**config.mk**
```make
export PLATFORM = sky130hd
export DESIGN_NAME = fluh_top
export DESIGN_NICKNAME = d
export VERILOG_FILES = /design/src/rtl/fluh_pwm.v /design/src/rtl/fluh_top.v
export VERILOG_INCLUDE_DIRS = /design/src /design/src/inc
export SDC_FILE = /design/constraint.sdc
export NUM_CORES = 1
export LEC_CHECK = 0
export ABC_AREA = 1
export BUFFER_PORTS_ARGS = -buffer_cell sky130_fd_sc_hd__buf_2
export CORE_AREA = 2 2 101 127
export CTS_CLUSTER_SIZE = 8
export DETAILED_ROUTE_END_ITERATION = 16
export DIE_AREA = 0 0 103 129
export GPL_ROUTABILITY_DRIVEN = 0
export PLACE_DENSITY = 0.78
export SYNTH_ARGS = -nofsm -noshare
export SYNTH_HDL_FRONTEND = slang
export SYNTH_SLANG_ARGS = --single-unit
export TNS_END_PERCENT = 1
```
**constraint.sdc**
```tcl
create_clock -name hclk -period 4 [get_ports hclk]
set_clock_uncertainty 0.05 [all_clocks]
set_input_delay 0.2 -clock hclk [delete_from_list [all_inputs] [get_ports hclk]]
set_output_delay 0.2 -clock hclk [all_outputs]
set_load 0.005 [all_outputs]
```
**src/inc/fluh_defines.vh**
```
`ifndef FLUH_DEFINES_VH
`define FLUH_DEFINES_VH

// ----------------------------------------------------------------
// Register indices (byte address is four times the index)
// ----------------------------------------------------------------
`define FLUH_IDX_STATUS 8'h48
`define FLUH_IDX_CTRL 8'h4a
`define FLUH_IDX_PWMVAL 8'h4c
`define FLUH_IDX_OFFSET 8'h4e
`define FLUH_IDX_HYST 8'h4f
`define FLUH_IDX_E1TEMP 8'h50
`define FLUH_IDX_E1DUTY 8'h51

// ----------------------------------------------------------------
// Field positions
// ----------------------------------------------------------------
`define FLUH_CTRL_HIRES_TEMP 0
`define FLUH_CTRL_HIRES_DUTY 1
`define FLUH_CTRL_FREQ_FAST 2
`define FLUH_CTRL_PROG_EN 5
`define FLUH_HYST_MSB 4
`define FLUH_OFFSET_MSB 5
`define FLUH_TEMP_HALF_BIT 7
`define FLUH_DUTY_EXT_LSB 6
`define FLUH_DUTY_LOW_MSB 5

// ----------------------------------------------------------------
// Reset values
// ----------------------------------------------------------------
`define FLUH_RST_CTRL 8'h00
`define FLUH_RST_OFFSET 6'h00
`define FLUH_RST_HYST 5'h04
`define FLUH_RST_E1TEMP 8'h7f
`define FLUH_RST_E1DUTY 8'h3f

// ----------------------------------------------------------------
// Timing
// ----------------------------------------------------------------
`define FLUH_CLK_HZ 40000000
`define FLUH_FAST_PWM_HZ 22500
`define FLUH_SLOW_PWM_HZ 30
`define FLUH_STEPS_WIDE 256
`define FLUH_STEPS_NARROW 64

`endif

```
**src/rtl/fluh_pwm.v**
```verilog
`timescale 1ns/1ps
`default_nettype none

// ----------------------------------------------------------------
// Duty-cycle generator for the open-drain fan output
// ----------------------------------------------------------------
module fluh_pwm #(
    parameter [14:0] FAST_DIV = 15'h0006,
    parameter [14:0] SLOW_DIV = 15'h5161
)
(
    input wire hclk,
    input wire hresetn,
    input wire fast_sel,
    input wire wide,
    input wire [7:0] duty,
    output wire pwm_o,
    output wire pwm_oe
);

    reg [14:0] div_q;
    reg [7:0] step_q;
    reg oe_q;
    wire [14:0] div_load;
    wire tick;
    wire [7:0] step_top;

    assign div_load = fast_sel ? FAST_DIV - 15'h0001 : SLOW_DIV - 15'h0001;
    assign tick = (div_q == 15'h0000);
    // Six-bit duty runs a 64-step period, so full scale 63 is on for 63 of 64 steps
    assign step_top = wide ? 8'hff : 8'h3f;

    always @(posedge hclk or negedge hresetn)
    begin
        if (!hresetn)
        begin
            div_q <= 15'h0000;
            step_q <= 8'h00;
            oe_q <= 1'b1;
        end
        else
        begin
            if (tick)
                div_q <= div_load;
            else
                div_q <= div_q - 15'h0001;
            if (tick)
            begin
                if (step_q >= step_top)
                    step_q <= 8'h00;
                else
                    step_q <= step_q + 8'h01;
            end
            // Released (fan on) while the step is below the duty value
            oe_q <= !(step_q < duty);
        end
    end

    assign pwm_o = 1'b0;
    assign pwm_oe = oe_q;

endmodule // fluh_pwm

`default_nettype wire

```
**src/rtl/fluh_top.v**
```verilog
// What this block does
// - Hysteresis of 0..31 degrees, one degree per step, held in five bits.
// - Upper three bits of the hysteresis register always read zero.
// - High-res temperature mode adds the top entry bit; low-res keeps it zero.
// - Entry covers 0..127.5 C in half degrees, or 0..127 C whole.
// - Compare nine reading bits in high-res mode, eight in low-res mode.
// - Table limits are unsigned; their sign is always taken as zero.
// - Table offset is added to entry limits to reach above 127 C.
// - High-res duty joins two extended bits with six low bits.
// - Extended duty bits act only when the 22.5 kHz rate is chosen.
// - Low-res duty uses the six low bits of the first duty entry.
// - Table offset is unsigned, one degree steps, at most 63 degrees.
`include "fluh_defines.vh"
`timescale 1ns/1ps
`default_nettype none

module fluh_top #(
    parameter [14:0] SLOW_DIV = 15'h5161
)
(
    input wire hclk,
    input wire hresetn,
    input wire hsel,
    input wire [31:0] haddr,
    input wire [1:0] htrans,
    input wire hwrite,
    input wire [2:0] hsize,
    input wire [31:0] hwdata,
    input wire hready,
    output wire hreadyout,
    output wire [31:0] hrdata,
    output wire hresp,
    input wire [10:0] remote_temp,
    output wire lut_active,
    output wire [7:0] pwm_value,
    output wire pwm_o,
    output wire pwm_oe
);

    // ----------------------------------------------------------------
    // Timing
    // ----------------------------------------------------------------
    // Integer division rounds the fast step down, so the rate runs a bit fast
    localparam [31:0] FAST_DIV_FULL = `FLUH_CLK_HZ /
        (`FLUH_FAST_PWM_HZ * `FLUH_STEPS_WIDE);
    localparam [14:0] FAST_DIV = FAST_DIV_FULL[14:0];

    // ----------------------------------------------------------------
    // Bus slave: address phase capture
    // ----------------------------------------------------------------
    reg wr_q;
    reg [7:0] idx_q;
    reg [31:0] hrdata_q;
    wire take;
    wire good;
    wire [7:0] idx_a;

    // Only aligned word accesses inside the 1 KB window decode
    assign take = hsel & hready & htrans[1];
    assign good = (haddr[31:10] == 22'h000000) &
        (haddr[1:0] == 2'b00) & (hsize == 3'b010);
    assign idx_a = haddr[9:2];

    always @(posedge hclk or negedge hresetn)
    begin
        if (!hresetn)
        begin
            wr_q <= 1'b0;
            idx_q <= 8'h00;
        end
        else if (hready)
        begin
            wr_q <= take & good & hwrite;
            idx_q <= idx_a;
        end
    end

    // ----------------------------------------------------------------
    // Registers
    // ----------------------------------------------------------------
    reg [7:0] ctrl_q;
    reg [7:0] ctrl_d;
    reg [5:0] offset_q;
    reg [5:0] offset_d;
    reg [4:0] hyst_q;
    reg [4:0] hyst_d;
    reg [7:0] e1temp_q;
    reg [7:0] e1temp_d;
    reg [7:0] e1duty_q;
    reg [7:0] e1duty_d;
    wire prog_en;
    wire hires_t;
    wire hires_t_d;
    wire hires_d;
    wire fast_sel;
    wire ext_ok;

    assign prog_en = ctrl_q[`FLUH_CTRL_PROG_EN];
    assign hires_t = ctrl_q[`FLUH_CTRL_HIRES_TEMP];
    assign hires_t_d = ctrl_d[`FLUH_CTRL_HIRES_TEMP];
    assign hires_d = ctrl_q[`FLUH_CTRL_HIRES_DUTY];
    assign fast_sel = ctrl_q[`FLUH_CTRL_FREQ_FAST];
    assign ext_ok = hires_d & fast_sel;

    always @*
    begin
        ctrl_d = ctrl_q;
        offset_d = offset_q;
        hyst_d = hyst_q;
        e1temp_d = e1temp_q;
        e1duty_d = e1duty_q;
        if (wr_q)
        begin
            case (idx_q)
                `FLUH_IDX_CTRL:
                begin
                    ctrl_d = {2'b00, hwdata[5], 2'b00, hwdata[2:0]};
                end
                `FLUH_IDX_OFFSET:
                begin
                    // Six bits cap the offset at 63 degrees
                    offset_d = hwdata[`FLUH_OFFSET_MSB:0];
                end
                `FLUH_IDX_HYST:
                begin
                    hyst_d = hwdata[`FLUH_HYST_MSB:0];
                end
                `FLUH_IDX_E1TEMP:
                begin
                    // Entries are frozen unless programming is enabled
                    if (prog_en)
                        e1temp_d = hwdata[7:0];
                end
                `FLUH_IDX_E1DUTY:
                begin
                    if (prog_en)
                        e1duty_d = hwdata[7:0];
                end
                default:
                begin
                    ctrl_d = ctrl_q;
                end
            endcase
        end
    end

    always @(posedge hclk or negedge hresetn)
    begin
        if (!hresetn)
        begin
            ctrl_q <= `FLUH_RST_CTRL;
            offset_q <= `FLUH_RST_OFFSET;
            hyst_q <= `FLUH_RST_HYST;
            e1temp_q <= `FLUH_RST_E1TEMP;
            e1duty_q <= `FLUH_RST_E1DUTY;
        end
        else
        begin
            ctrl_q <= ctrl_d;
            offset_q <= offset_d;
            hyst_q <= hyst_d;
            e1temp_q <= e1temp_d;
            e1duty_q <= e1duty_d;
        end
    end

    // ----------------------------------------------------------------
    // Effective entry fields
    // ----------------------------------------------------------------
    wire [6:0] entry1_limit_whole_degrees;
    wire entry1_limit_half_degree_bit;
    wire [1:0] entry1_duty_extended_bits;
    wire [5:0] entry1_duty_low_bits;
    wire [7:0] e1temp_view;
    wire [7:0] e1duty_view;

    assign entry1_limit_whole_degrees = e1temp_q[6:0];
    // The half-degree bit is dead in low-res mode
    assign entry1_limit_half_degree_bit =
        e1temp_q[`FLUH_TEMP_HALF_BIT] & hires_t;
    assign entry1_duty_extended_bits = ext_ok ?
        e1duty_q[7:`FLUH_DUTY_EXT_LSB] : 2'b00;
    assign entry1_duty_low_bits = e1duty_q[`FLUH_DUTY_LOW_MSB:0];

    // Read views use next values so a write is seen by the next read
    assign e1temp_view = {e1temp_d[7] & hires_t_d, e1temp_d[6:0]};
    assign e1duty_view = (ctrl_d[`FLUH_CTRL_HIRES_DUTY] &
        ctrl_d[`FLUH_CTRL_FREQ_FAST]) ? e1duty_d :
        {2'b00, e1duty_d[5:0]};

    // ----------------------------------------------------------------
    // Limit and reading in half degrees
    // ----------------------------------------------------------------
    reg [9:0] limit_half;
    reg [9:0] temp_half;
    reg [9:0] lower_half;
    wire [9:0] hyst_half;
    wire [9:0] offs_half;

    // Entry is unsigned 0..127.5, offset doubles into half degrees
    assign offs_half = {3'b000, offset_q, 1'b0};
    assign hyst_half = {4'b0000, hyst_q, 1'b0};

    always @*
    begin
        // Sign bit is taken as zero, so the limit is never negative
        limit_half = {2'b00, entry1_limit_whole_degrees,
            entry1_limit_half_degree_bit} + offs_half;
        // Reading is unsigned eighths; keep nine or eight bits
        if (hires_t)
            temp_half = {1'b0, remote_temp[10:2]};
        else
            temp_half = {1'b0, remote_temp[10:3], 1'b0};
        // Hysteresis clamps at zero so a small limit cannot wrap
        if (limit_half > hyst_half)
            lower_half = limit_half - hyst_half;
        else
            lower_half = 10'h000;
    end

    // ----------------------------------------------------------------
    // Table decision with hysteresis
    // ----------------------------------------------------------------
    reg active_q;
    reg [7:0] pwm_q;
    reg active_d;
    reg [7:0] duty_sel;

    // Rise above the limit turns on; fall to limit minus hysteresis off
    always @*
    begin
        if (active_q)
            active_d = (temp_half > lower_half);
        else
            active_d = (temp_half > limit_half);
        // Inactive table drives no duty, so the fan line stays pulled low
        if (active_d)
            duty_sel = {entry1_duty_extended_bits,
                entry1_duty_low_bits};
        else
            duty_sel = 8'h00;
    end

    always @(posedge hclk or negedge hresetn)
    begin
        if (!hresetn)
        begin
            active_q <= 1'b0;
            pwm_q <= 8'h00;
        end
        else
        begin
            active_q <= active_d;
            pwm_q <= duty_sel;
        end
    end

    assign lut_active = active_q;
    assign pwm_value = pwm_q;

    // ----------------------------------------------------------------
    // Read data
    // ----------------------------------------------------------------
    reg [7:0] rd_byte;

    always @*
    begin
        case (idx_a)
            `FLUH_IDX_STATUS:
            begin
                rd_byte = {7'h00, active_q};
            end
            `FLUH_IDX_CTRL:
            begin
                rd_byte = ctrl_d;
            end
            `FLUH_IDX_PWMVAL:
            begin
                rd_byte = pwm_q;
            end
            `FLUH_IDX_OFFSET:
            begin
                rd_byte = {2'b00, offset_d};
            end
            `FLUH_IDX_HYST:
            begin
                rd_byte = {3'b000, hyst_d};
            end
            `FLUH_IDX_E1TEMP:
            begin
                rd_byte = e1temp_view;
            end
            `FLUH_IDX_E1DUTY:
            begin
                rd_byte = e1duty_view;
            end
            default:
            begin
                rd_byte = 8'h00;
            end
        endcase
    end

    // Loaded at the address phase so the word stands through the data phase
    always @(posedge hclk or negedge hresetn)
    begin
        if (!hresetn)
            hrdata_q <= 32'h00000000;
        else if (take & !hwrite)
            hrdata_q <= good ? {24'h000000, rd_byte} : 32'h00000000;
    end

    // Zero wait states: every access completes in one data phase
    assign hreadyout = 1'b1;
    assign hresp = 1'b0;
    assign hrdata = hrdata_q;

    // ----------------------------------------------------------------
    // Output stage
    // ----------------------------------------------------------------
    fluh_pwm #(
        .FAST_DIV(FAST_DIV),
        .SLOW_DIV(SLOW_DIV)
    )
    u_pwm (
        .hclk(hclk),
        .hresetn(hresetn),
        .fast_sel(fast_sel),
        .wide(ext_ok),
        .duty(pwm_q),
        .pwm_o(pwm_o),
        .pwm_oe(pwm_oe)
    );

endmodule // fluh_top

`default_nettype wire

```
==> impl_results.html, run 1 <==
<table>
<tr><th>Metric</th><th>Value</th></tr>
<tr><th colspan="2">Outcome</th></tr>
<tr><td>Result of the run</td><td>finished clean</td></tr>
<tr><th colspan="2">STA</th></tr>
<tr><td>Final Max Slew Viols</td><td>0</td></tr>
<tr><td>Fmax achieved</td><td>263.3 MHz</td></tr>
<tr><td>Setup TNS</td><td>0 ns</td></tr>
<tr><td>Slew at the pin closest to its max-slew limit</td><td>0.8558 ns</td></tr>
<tr><td>Final hold violations</td><td>0</td></tr>
<tr><td>Slack of the critical path</td><td>0.2018 ns</td></tr>
<tr><td>Share of the cycle needed by the critical path after routing</td><td>94.96%</td></tr>
<tr><td>Final critical delay including setup and external delays</td><td>3.798 ns</td></tr>
<tr><td>Final number of setup-violating endpoints</td><td>0</td></tr>
<tr><td>Tightest slew margin relative to the limit</td><td>42.94%</td></tr>
<tr><th colspan="2">Clocking</th></tr>
<tr><td>Worst-skew pair later-pin latency</td><td>0.34 ns</td></tr>
<tr><td>Clock input transition at the sequential cells of the worst setup and hold paths</td><td>0.06 ns</td></tr>
<tr><td>Deepest clock path buffer count</td><td>2</td></tr>
<tr><td>Total clock sinks</td><td>85</td></tr>
<tr><td>CTS Root Buffer Type</td><td>sky130_fd_sc_hd__clkbuf_16</td></tr>
<tr><td>Total number of H-tree levels</td><td>3</td></tr>
<tr><td>Number of buffers created by CTS</td><td>9</td></tr>
<tr><td>Clock tree from TritonCTS</td><td>yes</td></tr>
<tr><th colspan="2">Pwr</th></tr>
<tr><td>Int Pwr</td><td>1.475 mW</td></tr>
<tr><td>PD cells</td><td>294.9 mW/mm2</td></tr>
<tr><td>Leak</td><td>3.752 nW</td></tr>
<tr><td>Fraction of power spent switching nets</td><td>26.56%</td></tr>
<tr><td>Worst-case vdd ir drop</td><td>0.2079 mV</td></tr>
<tr><td>Switching power total</td><td>533.2 uW</td></tr>
<tr><td>Proportion of power drawn by flip-flops and latches</td><td>46.3%</td></tr>
<tr><td>Relative contribution of the clock network to total power</td><td>41.7%</td></tr>
<tr><td>Part of the total power dissipated in combinational logic</td><td>12.0%</td></tr>
<tr><th colspan="2">Logic synthesis</th></tr>
<tr><td>Yosys warning total</td><td>0</td></tr>
<tr><td>Proportion of synthesized chip area in sequential cells</td><td>36.37%</td></tr>
<tr><td>Fraction of registers with async set or reset after synthesis</td><td>100.0%</td></tr>
<tr><td>Per-instance average area after synthesis</td><td>7.365 um2</td></tr>
<tr><td>Primary FF master, synth</td><td>sky130_fd_sc_hd__dfrtp_1</td></tr>
<tr><td>Top cells by count, synth</td><td>sky130_fd_sc_hd__nand2_1 (232), sky130_fd_sc_hd__inv_1 (111), sky130_fd_sc_hd__nor2_1 (86)</td></tr>
<tr><td>Post-synthesis instance total</td><td>801</td></tr>
<tr><td>Leading cell type by number of instances after synthesis</td><td>sky130_fd_sc_hd__nand2_1</td></tr>
<tr><td>Synthesized flop and latch total</td><td>85</td></tr>
<tr><td>Dominant cells by area after synthesis</td><td>sky130_fd_sc_hd__dfrtp_1 (30%), sky130_fd_sc_hd__nand2_1 (15%), sky130_fd_sc_hd__ha_1 (8.5%)</td></tr>
<tr><td>Unique cell type count in the Yosys netlist</td><td>50</td></tr>
<tr><td>Number of enable flip-flop cells after synthesis</td><td>0</td></tr>
<tr><td>Post-synth design cell area</td><td>0.005899 mm2</td></tr>
<tr><td>Cell type contributing the most total cell area after synthesis</td><td>sky130_fd_sc_hd__dfrtp_1</td></tr>
<tr><td>Share of the synthesized area in the top cell type</td><td>29.69%</td></tr>
<tr><th colspan="2">Min path</th></tr>
<tr><td>HP Class</td><td>primary input to flop</td></tr>
<tr><td>Hold path cells</td><td>3</td></tr>
<tr><th colspan="2">Detailed routing</th></tr>
<tr><td>Average routed wire per standard cell</td><td>13.36 um</td></tr>
<tr><td>Drt pass-1 iters</td><td>5</td></tr>
<tr><td>Via total after detailed routing</td><td>5,304</td></tr>
<tr><td>Via count normalized by instance count</td><td>5.013</td></tr>
<tr><td>Sum of routed wire length over all layers</td><td>14,130 um</td></tr>
<tr><td>Number of nets with antenna violations after routing</td><td>0</td></tr>
<tr><td>Number of DRC violations after detailed routing</td><td>0</td></tr>
<tr><td>DRC violation total after the first TritonRoute iteration</td><td>374</td></tr>
<tr><th colspan="2">Worst setup path</th></tr>
<tr><td>Start of the worst register-to-register path</td><td>offset_q[0]</td></tr>
<tr><td>Arrival time of data at the critical path endpoint</td><td>4.02 ns</td></tr>
<tr><td>Crit path required time</td><td>4.22 ns</td></tr>
<tr><td>Beginning of the critical path</td><td>offset_q[0]</td></tr>
<tr><td>End of the worst register-to-register path</td><td>pwm_value[4]</td></tr>
<tr><td>Cells on worst reg2reg path</td><td>21</td></tr>
<tr><td>Startpoint kind of the worst setup timing path</td><td>flop</td></tr>
<tr><td>Largest fanout of any net on the critical path</td><td>6</td></tr>
<tr><td>CP Capture Type</td><td>flop</td></tr>
<tr><td>R2R setup slack</td><td>0.20 ns</td></tr>
<tr><td>Type of the worst setup path</td><td>flop to flop</td></tr>
<tr><td>Timing endpoint of the critical path</td><td>pwm_value[4]</td></tr>
<tr><th colspan="2">Layout</th></tr>
<tr><td>Register cell area after layout</td><td>0.002146 mm2</td></tr>
<tr><td>Synth-to-layout area growth</td><td>15.40%</td></tr>
<tr><td>Fillers</td><td>1,112</td></tr>
<tr><td>Util after Layout</td><td>56.50%</td></tr>
<tr><td>Multi-input gate area</td><td>0.003298 mm2</td></tr>
<tr><td>Fraction of final layout cells with drive strength greater than 1</td><td>18.46%</td></tr>
<tr><td>Final-stage net count</td><td>1,016</td></tr>
<tr><td>Count of inserted antenna diode cells</td><td>0</td></tr>
<tr><th colspan="2">Global routing</th></tr>
<tr><td>Via count of the first global-routing pass</td><td>5,020</td></tr>
<tr><td>Remaining global-route overflow</td><td>0</td></tr>
<tr><td>Total track usage</td><td>22.07%</td></tr>
<tr><td>Largest net degree at the start of global routing</td><td>60</td></tr>
<tr><td>Wire length of the first global-routing pass</td><td>22,950 um</td></tr>
<tr><td>Antenna violations before repair</td><td>0</td></tr>
<tr><th colspan="2">Placed design</th></tr>
<tr><td>HPWL after DPL</td><td>10,930 um</td></tr>
<tr><td>Input/output buffers</td><td>75</td></tr>
<tr><td>Pre-CTS setup slack</td><td>0.007662 ns</td></tr>
<tr><th colspan="2">Die</th></tr>
<tr><td>Initial Utilization</td><td>48.96%</td></tr>
<tr><td>Vertical die dimension</td><td>129 um</td></tr>
<tr><td>Die area</td><td>0.01329 mm2</td></tr>
<tr><td>Number of placement rows</td><td>45</td></tr>
<tr><td>Die W</td><td>103 um</td></tr>
<tr><td>Core area</td><td>0.01205 mm2</td></tr>
<tr><td>I/O Pins</td><td>130</td></tr>
<tr><th colspan="2">Job</th></tr>
<tr><td>Max_cap viols</td><td>0</td></tr>
</table>
## state kept, by name, summed over array words and instances, names as in the netlist
name,count
pwm_value,8
u_pwm.div_q,15
idx_q,8
lut_active,1
hyst_q,5
offset_q,6
e1temp_q,8
hrdata,8
e1duty_q,8
wr_q,1
u_pwm.pwm_oe,1
u_pwm.step_q,8
ctrl_q,8
## per-stage QoR
stage | instance area [um2] | cells | hold WS, ns | power [mW]
final | 6808 | 1058 | 0.03792 | 2.008
after global routing | 6808 | 1058 | 0.05730 | 2.090
after CTS | 6658 | 1053 | 0.04134 | 2.001
after detailed placement | 6355 | 1036 | 0.2615 | 1.171
after global placement | 6355 | 1036 | 0.2559 | 1.166
after floorplan | 5993 | 826 | -0.1456 | 1.083
## repair_timing
action / CTS / global route
setup endpoints to repair: 1 / 9
pin swaps: 1 / 10
hold endpoints to repair: 44 / 0
buffers inserted: 0 / 4
gates resized for setup: 0 / 24
hold buffers: 1 / 0
gates cloned: 0 / 1
## layer usage
layer  up-vias  track usage (%)  routed length [um]  part of all wire (%)
met5         -                0                   0                     0
met2       152            38.54                6992                    49
li1       2676                -                   -                     -
met4         0            7.895                 391                   2.8
met1      2453            27.63                6103                    43
met3        23            3.042                 645                   4.6
## power groups by stage
| stage | Clock [mW] | Sequential [mW] | Combinational (mW) |
|---|---|---|---|
| global route | 0.882 | 0.933 | 0.276 |
| global placement | 0 | 0.943 | 0.223 |
| floorplan | 0 | 0.935 | 0.148 |
| CTS | 0.843 | 0.929 | 0.229 |
| detailed placement | 0 | 0.944 | 0.228 |
| finish | 0.837 | 0.930 | 0.240 |
## cell usage in the layout, fill, tap and decap left out, types with 12 or more instances in the layout
cell	n
sky130_fd_sc_hd__nand3_1	46
sky130_fd_sc_hd__nand4_1	12
sky130_fd_sc_hd__inv_1	111
sky130_fd_sc_hd__buf_2	74
sky130_fd_sc_hd__a21oi_1	26
sky130_fd_sc_hd__dfrtp_1	70
sky130_fd_sc_hd__nand2_1	230
sky130_fd_sc_hd__nor2_1	84
sky130_fd_sc_hd__conb_1	27
sky130_fd_sc_hd__xor2_1	12
sky130_fd_sc_hd__dfstp_2	15
sky130_fd_sc_hd__o21ai_0	22
sky130_fd_sc_hd__ha_1	37
## final cells by class
class,instances,share of cell area (%)
well taps,164,3.014
clock buffers,11,3.418
flip-flops and latches,85,31.52
repair buffers,81,6.249
multi-input cells,595,48.45
inverters,117,6.469
clock inverters,5,0.8822
## cells by family after synthesis
logic type	Yosys count	share of synthesized area, %
buffers and inverters	147	11.35
other	2	0.1273
xor gates and xnor gates	14	2.079
adders and majority gates	42	9.162
DFF	85	36.37
AOI/OAI and AO/OA	81	7.954
and+or+nand+nor	430	32.96
## worst min-delay path by stage
stage             from         endpoint  slack (ns)
2_1_floorplan  hresetn        ctrl_q[0]       -0.15
3_3_place_gp   hresetn  u_pwm.div_q[11]        0.26
3_5_place_dp   hresetn  u_pwm.div_q[11]        0.26
4_1_cts         hwrite             wr_q        0.04
5_1_grt         hwrite             wr_q        0.06
6_report        hwrite             wr_q        0.04
## critical path, stage by stage (launching register included)
cell and delay, ns:
sky130_fd_sc_hd__dfrtp_1 0.41, sky130_fd_sc_hd__ha_4 0.18, sky130_fd_sc_hd__fa_2 0.38, sky130_fd_sc_hd__a31o_2 0.22, sky130_fd_sc_hd__xor2_1 0.16, sky130_fd_sc_hd__ha_1 0.34
sky130_fd_sc_hd__nand2_2 0.09, sky130_fd_sc_hd__nor2_4 0.11, sky130_fd_sc_hd__nand2_1 0.07, sky130_fd_sc_hd__nand3_2 0.09, sky130_fd_sc_hd__nand2_4 0.07, sky130_fd_sc_hd__nand3_4 0.11
sky130_fd_sc_hd__nand3_1 0.09, sky130_fd_sc_hd__ha_1 0.30, sky130_fd_sc_hd__nand2_1 0.09, sky130_fd_sc_hd__nor2_2 0.10, sky130_fd_sc_hd__o21ai_0 0.09, sky130_fd_sc_hd__o211ai_1 0.10
sky130_fd_sc_hd__nand2_1 0.13, sky130_fd_sc_hd__a21oi_4 0.25, sky130_fd_sc_hd__nand2_4 0.12, sky130_fd_sc_hd__a21oi_2 0.18
Note: power is estimated with default switching activity, not from simulation.
==> inputs of run 2 (changes only) <==
- CORE_AREA: 2 2 101 127 -> 2 2 96 121
- DIE_AREA: 0 0 103 129 -> 0 0 98 123
- PLACE_DENSITY: 0.78 -> 0.85
==> impl_results.html, run 2 (same netlist as run 1, synthesis figures left out) <==
<table>
<tr><th>Metric</th><th>Value</th></tr>
<tr><th colspan="2">Min path</th></tr>
<tr><td>HP Class</td><td>primary input to async pin</td></tr>
<tr><th colspan="2">Worst setup path</th></tr>
<tr><td>Startpoint kind of the worst setup timing path</td><td>flop</td></tr>
<tr><td>Largest fanout of any net on the critical path</td><td>6 (unchanged)</td></tr>
<tr><td>Start of the worst register-to-register path</td><td>offset_q[0]</td></tr>
<tr><td>End of the worst register-to-register path</td><td>pwm_value[7]</td></tr>
<tr><td>CP Capture Type</td><td>flop</td></tr>
<tr><td>Type of the worst setup path</td><td>flop to flop</td></tr>
<tr><td>R2R setup slack</td><td>0.17 ns (-0.03 ns)</td></tr>
<tr><td>Cells on worst reg2reg path</td><td>21 (unchanged)</td></tr>
<tr><td>Timing endpoint of the critical path</td><td>pwm_value[7]</td></tr>
<tr><td>Arrival time of data at the critical path endpoint</td><td>4.05 ns (+0.03 ns)</td></tr>
<tr><td>Beginning of the critical path</td><td>offset_q[0]</td></tr>
<tr><td>Crit path required time</td><td>4.22 ns (about the same)</td></tr>
<tr><th colspan="2">STA</th></tr>
<tr><td>Final number of setup-violating endpoints</td><td>0 (unchanged)</td></tr>
<tr><td>Final Max Slew Viols</td><td>0 (unchanged)</td></tr>
<tr><td>Post-Route Hold Slack</td><td>-0.01971 ns (-0.05763 ns)</td></tr>
<tr><td>Final hold violations</td><td>9 (+9)</td></tr>
<tr><td>Slack of the critical path</td><td>0.1747 ns (-0.02705 ns)</td></tr>
<tr><td>Fmax achieved</td><td>261.4 MHz (-0.71%)</td></tr>
<tr><td>Final critical delay including setup and external delays</td><td>3.825 ns (+0.02705 ns)</td></tr>
<tr><td>Share of the cycle needed by the critical path after routing</td><td>95.63% (+0.68 points)</td></tr>
<tr><td>Slew at the pin closest to its max-slew limit</td><td>1.062 ns (+0.2065 ns)</td></tr>
<tr><td>Tightest slew margin relative to the limit</td><td>29.18% (-14 points)</td></tr>
<tr><th colspan="2">Layout</th></tr>
<tr><td>Fraction of final layout cells with drive strength greater than 1</td><td>18.41% (-0.050 points)</td></tr>
<tr><td>Reg with most FFs</td><td>u_pwm.div_q</td></tr>
<tr><td>Most common library cell in the layout ignoring fill and taps</td><td>sky130_fd_sc_hd__nand2_1</td></tr>
<tr><td>Top library cells by usage in the layout, fill and taps aside</td><td>sky130_fd_sc_hd__nand2_1 (230), sky130_fd_sc_hd__inv_1 (111), sky130_fd_sc_hd__nor2_1 (84)</td></tr>
<tr><td>Number of flip-flops under the largest register name</td><td>15 (unchanged)</td></tr>
<tr><td>Synth-to-layout area growth</td><td>13.89%</td></tr>
<tr><td>Util after Layout</td><td>61.52% (+5.0 points)</td></tr>
<tr><td>Final-stage net count</td><td>1,013 (-0.30%)</td></tr>
<tr><td>Count of inserted antenna diode cells</td><td>0 (unchanged)</td></tr>
<tr><th colspan="2">Detailed routing</th></tr>
<tr><td>Via total after detailed routing</td><td>5,409 (+2.0%)</td></tr>
<tr><td>Sum of routed wire length over all layers</td><td>14,180 um (+0.34%)</td></tr>
<tr><td>Via count normalized by instance count</td><td>5.272 (+5.2%)</td></tr>
<tr><td>Number of nets with antenna violations after routing</td><td>0 (unchanged)</td></tr>
<tr><td>Drt pass-1 iters</td><td>4 (-1)</td></tr>
<tr><td>Average routed wire per standard cell</td><td>13.82 um (+3.5%)</td></tr>
<tr><td>DRC violation total after the first TritonRoute iteration</td><td>334 (-11%)</td></tr>
<tr><td>Number of DRC violations after detailed routing</td><td>0 (unchanged)</td></tr>
<tr><th colspan="2">Die</th></tr>
<tr><td>Number of placement rows</td><td>43 (-4.4%)</td></tr>
<tr><td>Core area</td><td>0.01092 mm2 (-9.4%)</td></tr>
<tr><td>I/O Pins</td><td>130 (unchanged)</td></tr>
<tr><td>Vertical die dimension</td><td>123 um (-4.7%)</td></tr>
<tr><td>Die W</td><td>98 um (-4.9%)</td></tr>
<tr><td>Die area</td><td>0.01205 mm2 (-9.3%)</td></tr>
<tr><td>Initial Utilization</td><td>54.02% (+5.1 points)</td></tr>
<tr><th colspan="2">Pwr</th></tr>
<tr><td>Part of the total power dissipated in combinational logic</td><td>11.9% (about the same)</td></tr>
<tr><td>Proportion of power drawn by flip-flops and latches</td><td>46.0% (-0.3 points)</td></tr>
<tr><td>Leak</td><td>3.750 nW (about the same)</td></tr>
<tr><td>Worst-case vdd ir drop</td><td>0.3037 mV (+46%)</td></tr>
<tr><td>Power after layout</td><td>2.022 mW (+0.69%)</td></tr>
<tr><td>Int Pwr</td><td>1.489 mW (+0.98%)</td></tr>
<tr><td>Switching power total</td><td>532.6 uW (-0.11%)</td></tr>
<tr><td>Relative contribution of the clock network to total power</td><td>42.1% (+0.4 points)</td></tr>
<tr><td>Fraction of power spent switching nets</td><td>26.34% (-0.21 points)</td></tr>
<tr><td>PD cells</td><td>300.9 mW/mm2 (+2.0%)</td></tr>
<tr><th colspan="2">Placed design</th></tr>
<tr><td>Input/output buffers</td><td>75 (unchanged)</td></tr>
<tr><td>HPWL after DPL</td><td>10,700 um (-2.1%)</td></tr>
<tr><td>Pre-CTS setup slack</td><td>0.07337 ns (+0.06571 ns)</td></tr>
<tr><th colspan="2">Outcome</th></tr>
<tr><td>Result of the run</td><td>finished with violations</td></tr>
<tr><td>Failing checks</td><td>hold timing</td></tr>
<tr><th colspan="2">Global routing</th></tr>
<tr><td>Met1 Usage GRT</td><td>28.58% (+0.95 points)</td></tr>
<tr><td>Via count of the first global-routing pass</td><td>5,174 (+3.1%)</td></tr>
<tr><td>Wire length of the first global-routing pass</td><td>23,070 um (+0.51%)</td></tr>
<tr><td>Met3 usage</td><td>2.940% (-0.10 points)</td></tr>
<tr><td>Met2 track demand over resource</td><td>42.12% (+3.6 points)</td></tr>
<tr><td>Remaining global-route overflow</td><td>0 (unchanged)</td></tr>
<tr><td>Antenna violations before repair</td><td>0 (unchanged)</td></tr>
<tr><td>Busiest layer in global routing</td><td>met2</td></tr>
<tr><td>Total track usage</td><td>23.95% (+1.9 points)</td></tr>
<tr><td>Largest net degree at the start of global routing</td><td>86 (+43%)</td></tr>
<tr><th colspan="2">Job</th></tr>
<tr><td>Max_cap viols</td><td>0 (unchanged)</td></tr>
<tr><th colspan="2">Clocking</th></tr>
<tr><td>Clock tree from TritonCTS</td><td>yes</td></tr>
<tr><td>Number of buffers added to fix hold violations after cts</td><td>0 (-1)</td></tr>
<tr><td>CTS Root Buffer Type</td><td>sky130_fd_sc_hd__clkbuf_16</td></tr>
<tr><td>Clock input transition at the sequential cells of the worst setup and hold paths</td><td>0.06 ns (about the same)</td></tr>
<tr><td>Total clock sinks</td><td>85 (unchanged)</td></tr>
<tr><td>Worst-skew pair later-pin latency</td><td>0.35 ns (about the same)</td></tr>
<tr><td>Deepest clock path buffer count</td><td>2 (unchanged)</td></tr>
<tr><td>Number of buffers created by CTS</td><td>9 (unchanged)</td></tr>
<tr><td>Total number of H-tree levels</td><td>3 (unchanged)</td></tr>
</table>
-- run 2: cell count changes in the layout (fill, tap and decap cells not counted), moves of 2 or more --
cell / previous run / this run
sky130_fd_sc_hd__a21oi_2: 5 / 7
sky130_fd_sc_hd__ha_4: 3 / 0
sky130_fd_sc_hd__buf_4: 6 / 4
sky130_fd_sc_hd__ha_1: 37 / 39
sky130_fd_sc_hd__a21oi_1: 26 / 24
-- run 2: how the worst min path moves through the flow --
| stage | from | end | slack, ns | cells after the start |
|---|---|---|---|---|
| finish | hresetn | u_pwm.div_q[12] | -0.02 | 1 |
| global route | hresetn | u_pwm.div_q[10] | 0.07 | 1 |
| CTS | hresetn | u_pwm.div_q[10] | 0.03 | 1 |
| detailed placement | u_pwm.div_q[0] | u_pwm.div_q[0] | 0.39 | 1 |
| global placement | u_pwm.div_q[0] | u_pwm.div_q[0] | 0.38 | 1 |
| floorplan | hresetn | ctrl_q[0] | -0.15 | 0 |
-- run 2: metal layers --
| metal | vias to the layer above | wire length, um |
|---|---|---|
| met4 | 0 | 536 |
| met3 | 45 | 595 |
| met5 | - | 0 |
| met1 | 2513 | 5901 |
| met2 | 183 | 7146 |
| li1 | 2668 | - |
-- run 2: power groups by stage --
stage                     clock network [mW]  registers (mW)  logic, mW
after floorplan                            0           0.935      0.148
after global routing                   0.887           0.932      0.274
after global placement                     0           0.943      0.220
after CTS                              0.851           0.928      0.229
final                                  0.851           0.930      0.241
after detailed placement                   0           0.943      0.227
-- run 2: what timing repair did --
| action | 4_1_cts | 5_1_grt |
|---|---|---|
| gates resized for setup | 0 | 20 |
| setup endpoints to repair | 0 | 9 |
| buffers inserted | 0 | 3 |
-- run 2: metrics by stage --
stage / instance area, um2 / setup TNS, ns / instances
after floorplan: 5993 / 0 / 826
after global routing: 6719 / -0.02179 / 1026
after CTS: 6614 / 0 / 1022
final: 6719 / 0 / 1026
after global placement: 6311 / 0 / 1006
after detailed placement: 6311 / 0 / 1006
-- run 2: cell type report --
class,count,area [um2]
repair buffers,78,400.4
flip-flops and latches,85,2146
fillers,957,4203
multi-input cells,595,3261
well taps,135,168.9
clock buffers,11,242.7
clock inverters,5,60.06
inverters,117,440.4
-- run 2: critical path, cell delays in order, from the launching register on --
cell and delay (ns):
sky130_fd_sc_hd__dfrtp_1 0.39, sky130_fd_sc_hd__ha_2 0.20, sky130_fd_sc_hd__fa_2 0.39, sky130_fd_sc_hd__a31o_2 0.22
sky130_fd_sc_hd__xor2_1 0.15, sky130_fd_sc_hd__ha_1 0.34, sky130_fd_sc_hd__nand2_2 0.09, sky130_fd_sc_hd__nor2_2 0.10
sky130_fd_sc_hd__nand2_1 0.07, sky130_fd_sc_hd__nand3_2 0.09, sky130_fd_sc_hd__nand2_2 0.08, sky130_fd_sc_hd__nand3_4 0.12
sky130_fd_sc_hd__nand3_1 0.08, sky130_fd_sc_hd__ha_1 0.30, sky130_fd_sc_hd__nand2_1 0.07, sky130_fd_sc_hd__nor2_2 0.11
sky130_fd_sc_hd__o21ai_0 0.08, sky130_fd_sc_hd__o211ai_1 0.13, sky130_fd_sc_hd__nand2_1 0.15, sky130_fd_sc_hd__a21oi_4 0.24
sky130_fd_sc_hd__nand2_4 0.12, sky130_fd_sc_hd__a21oi_2 0.16
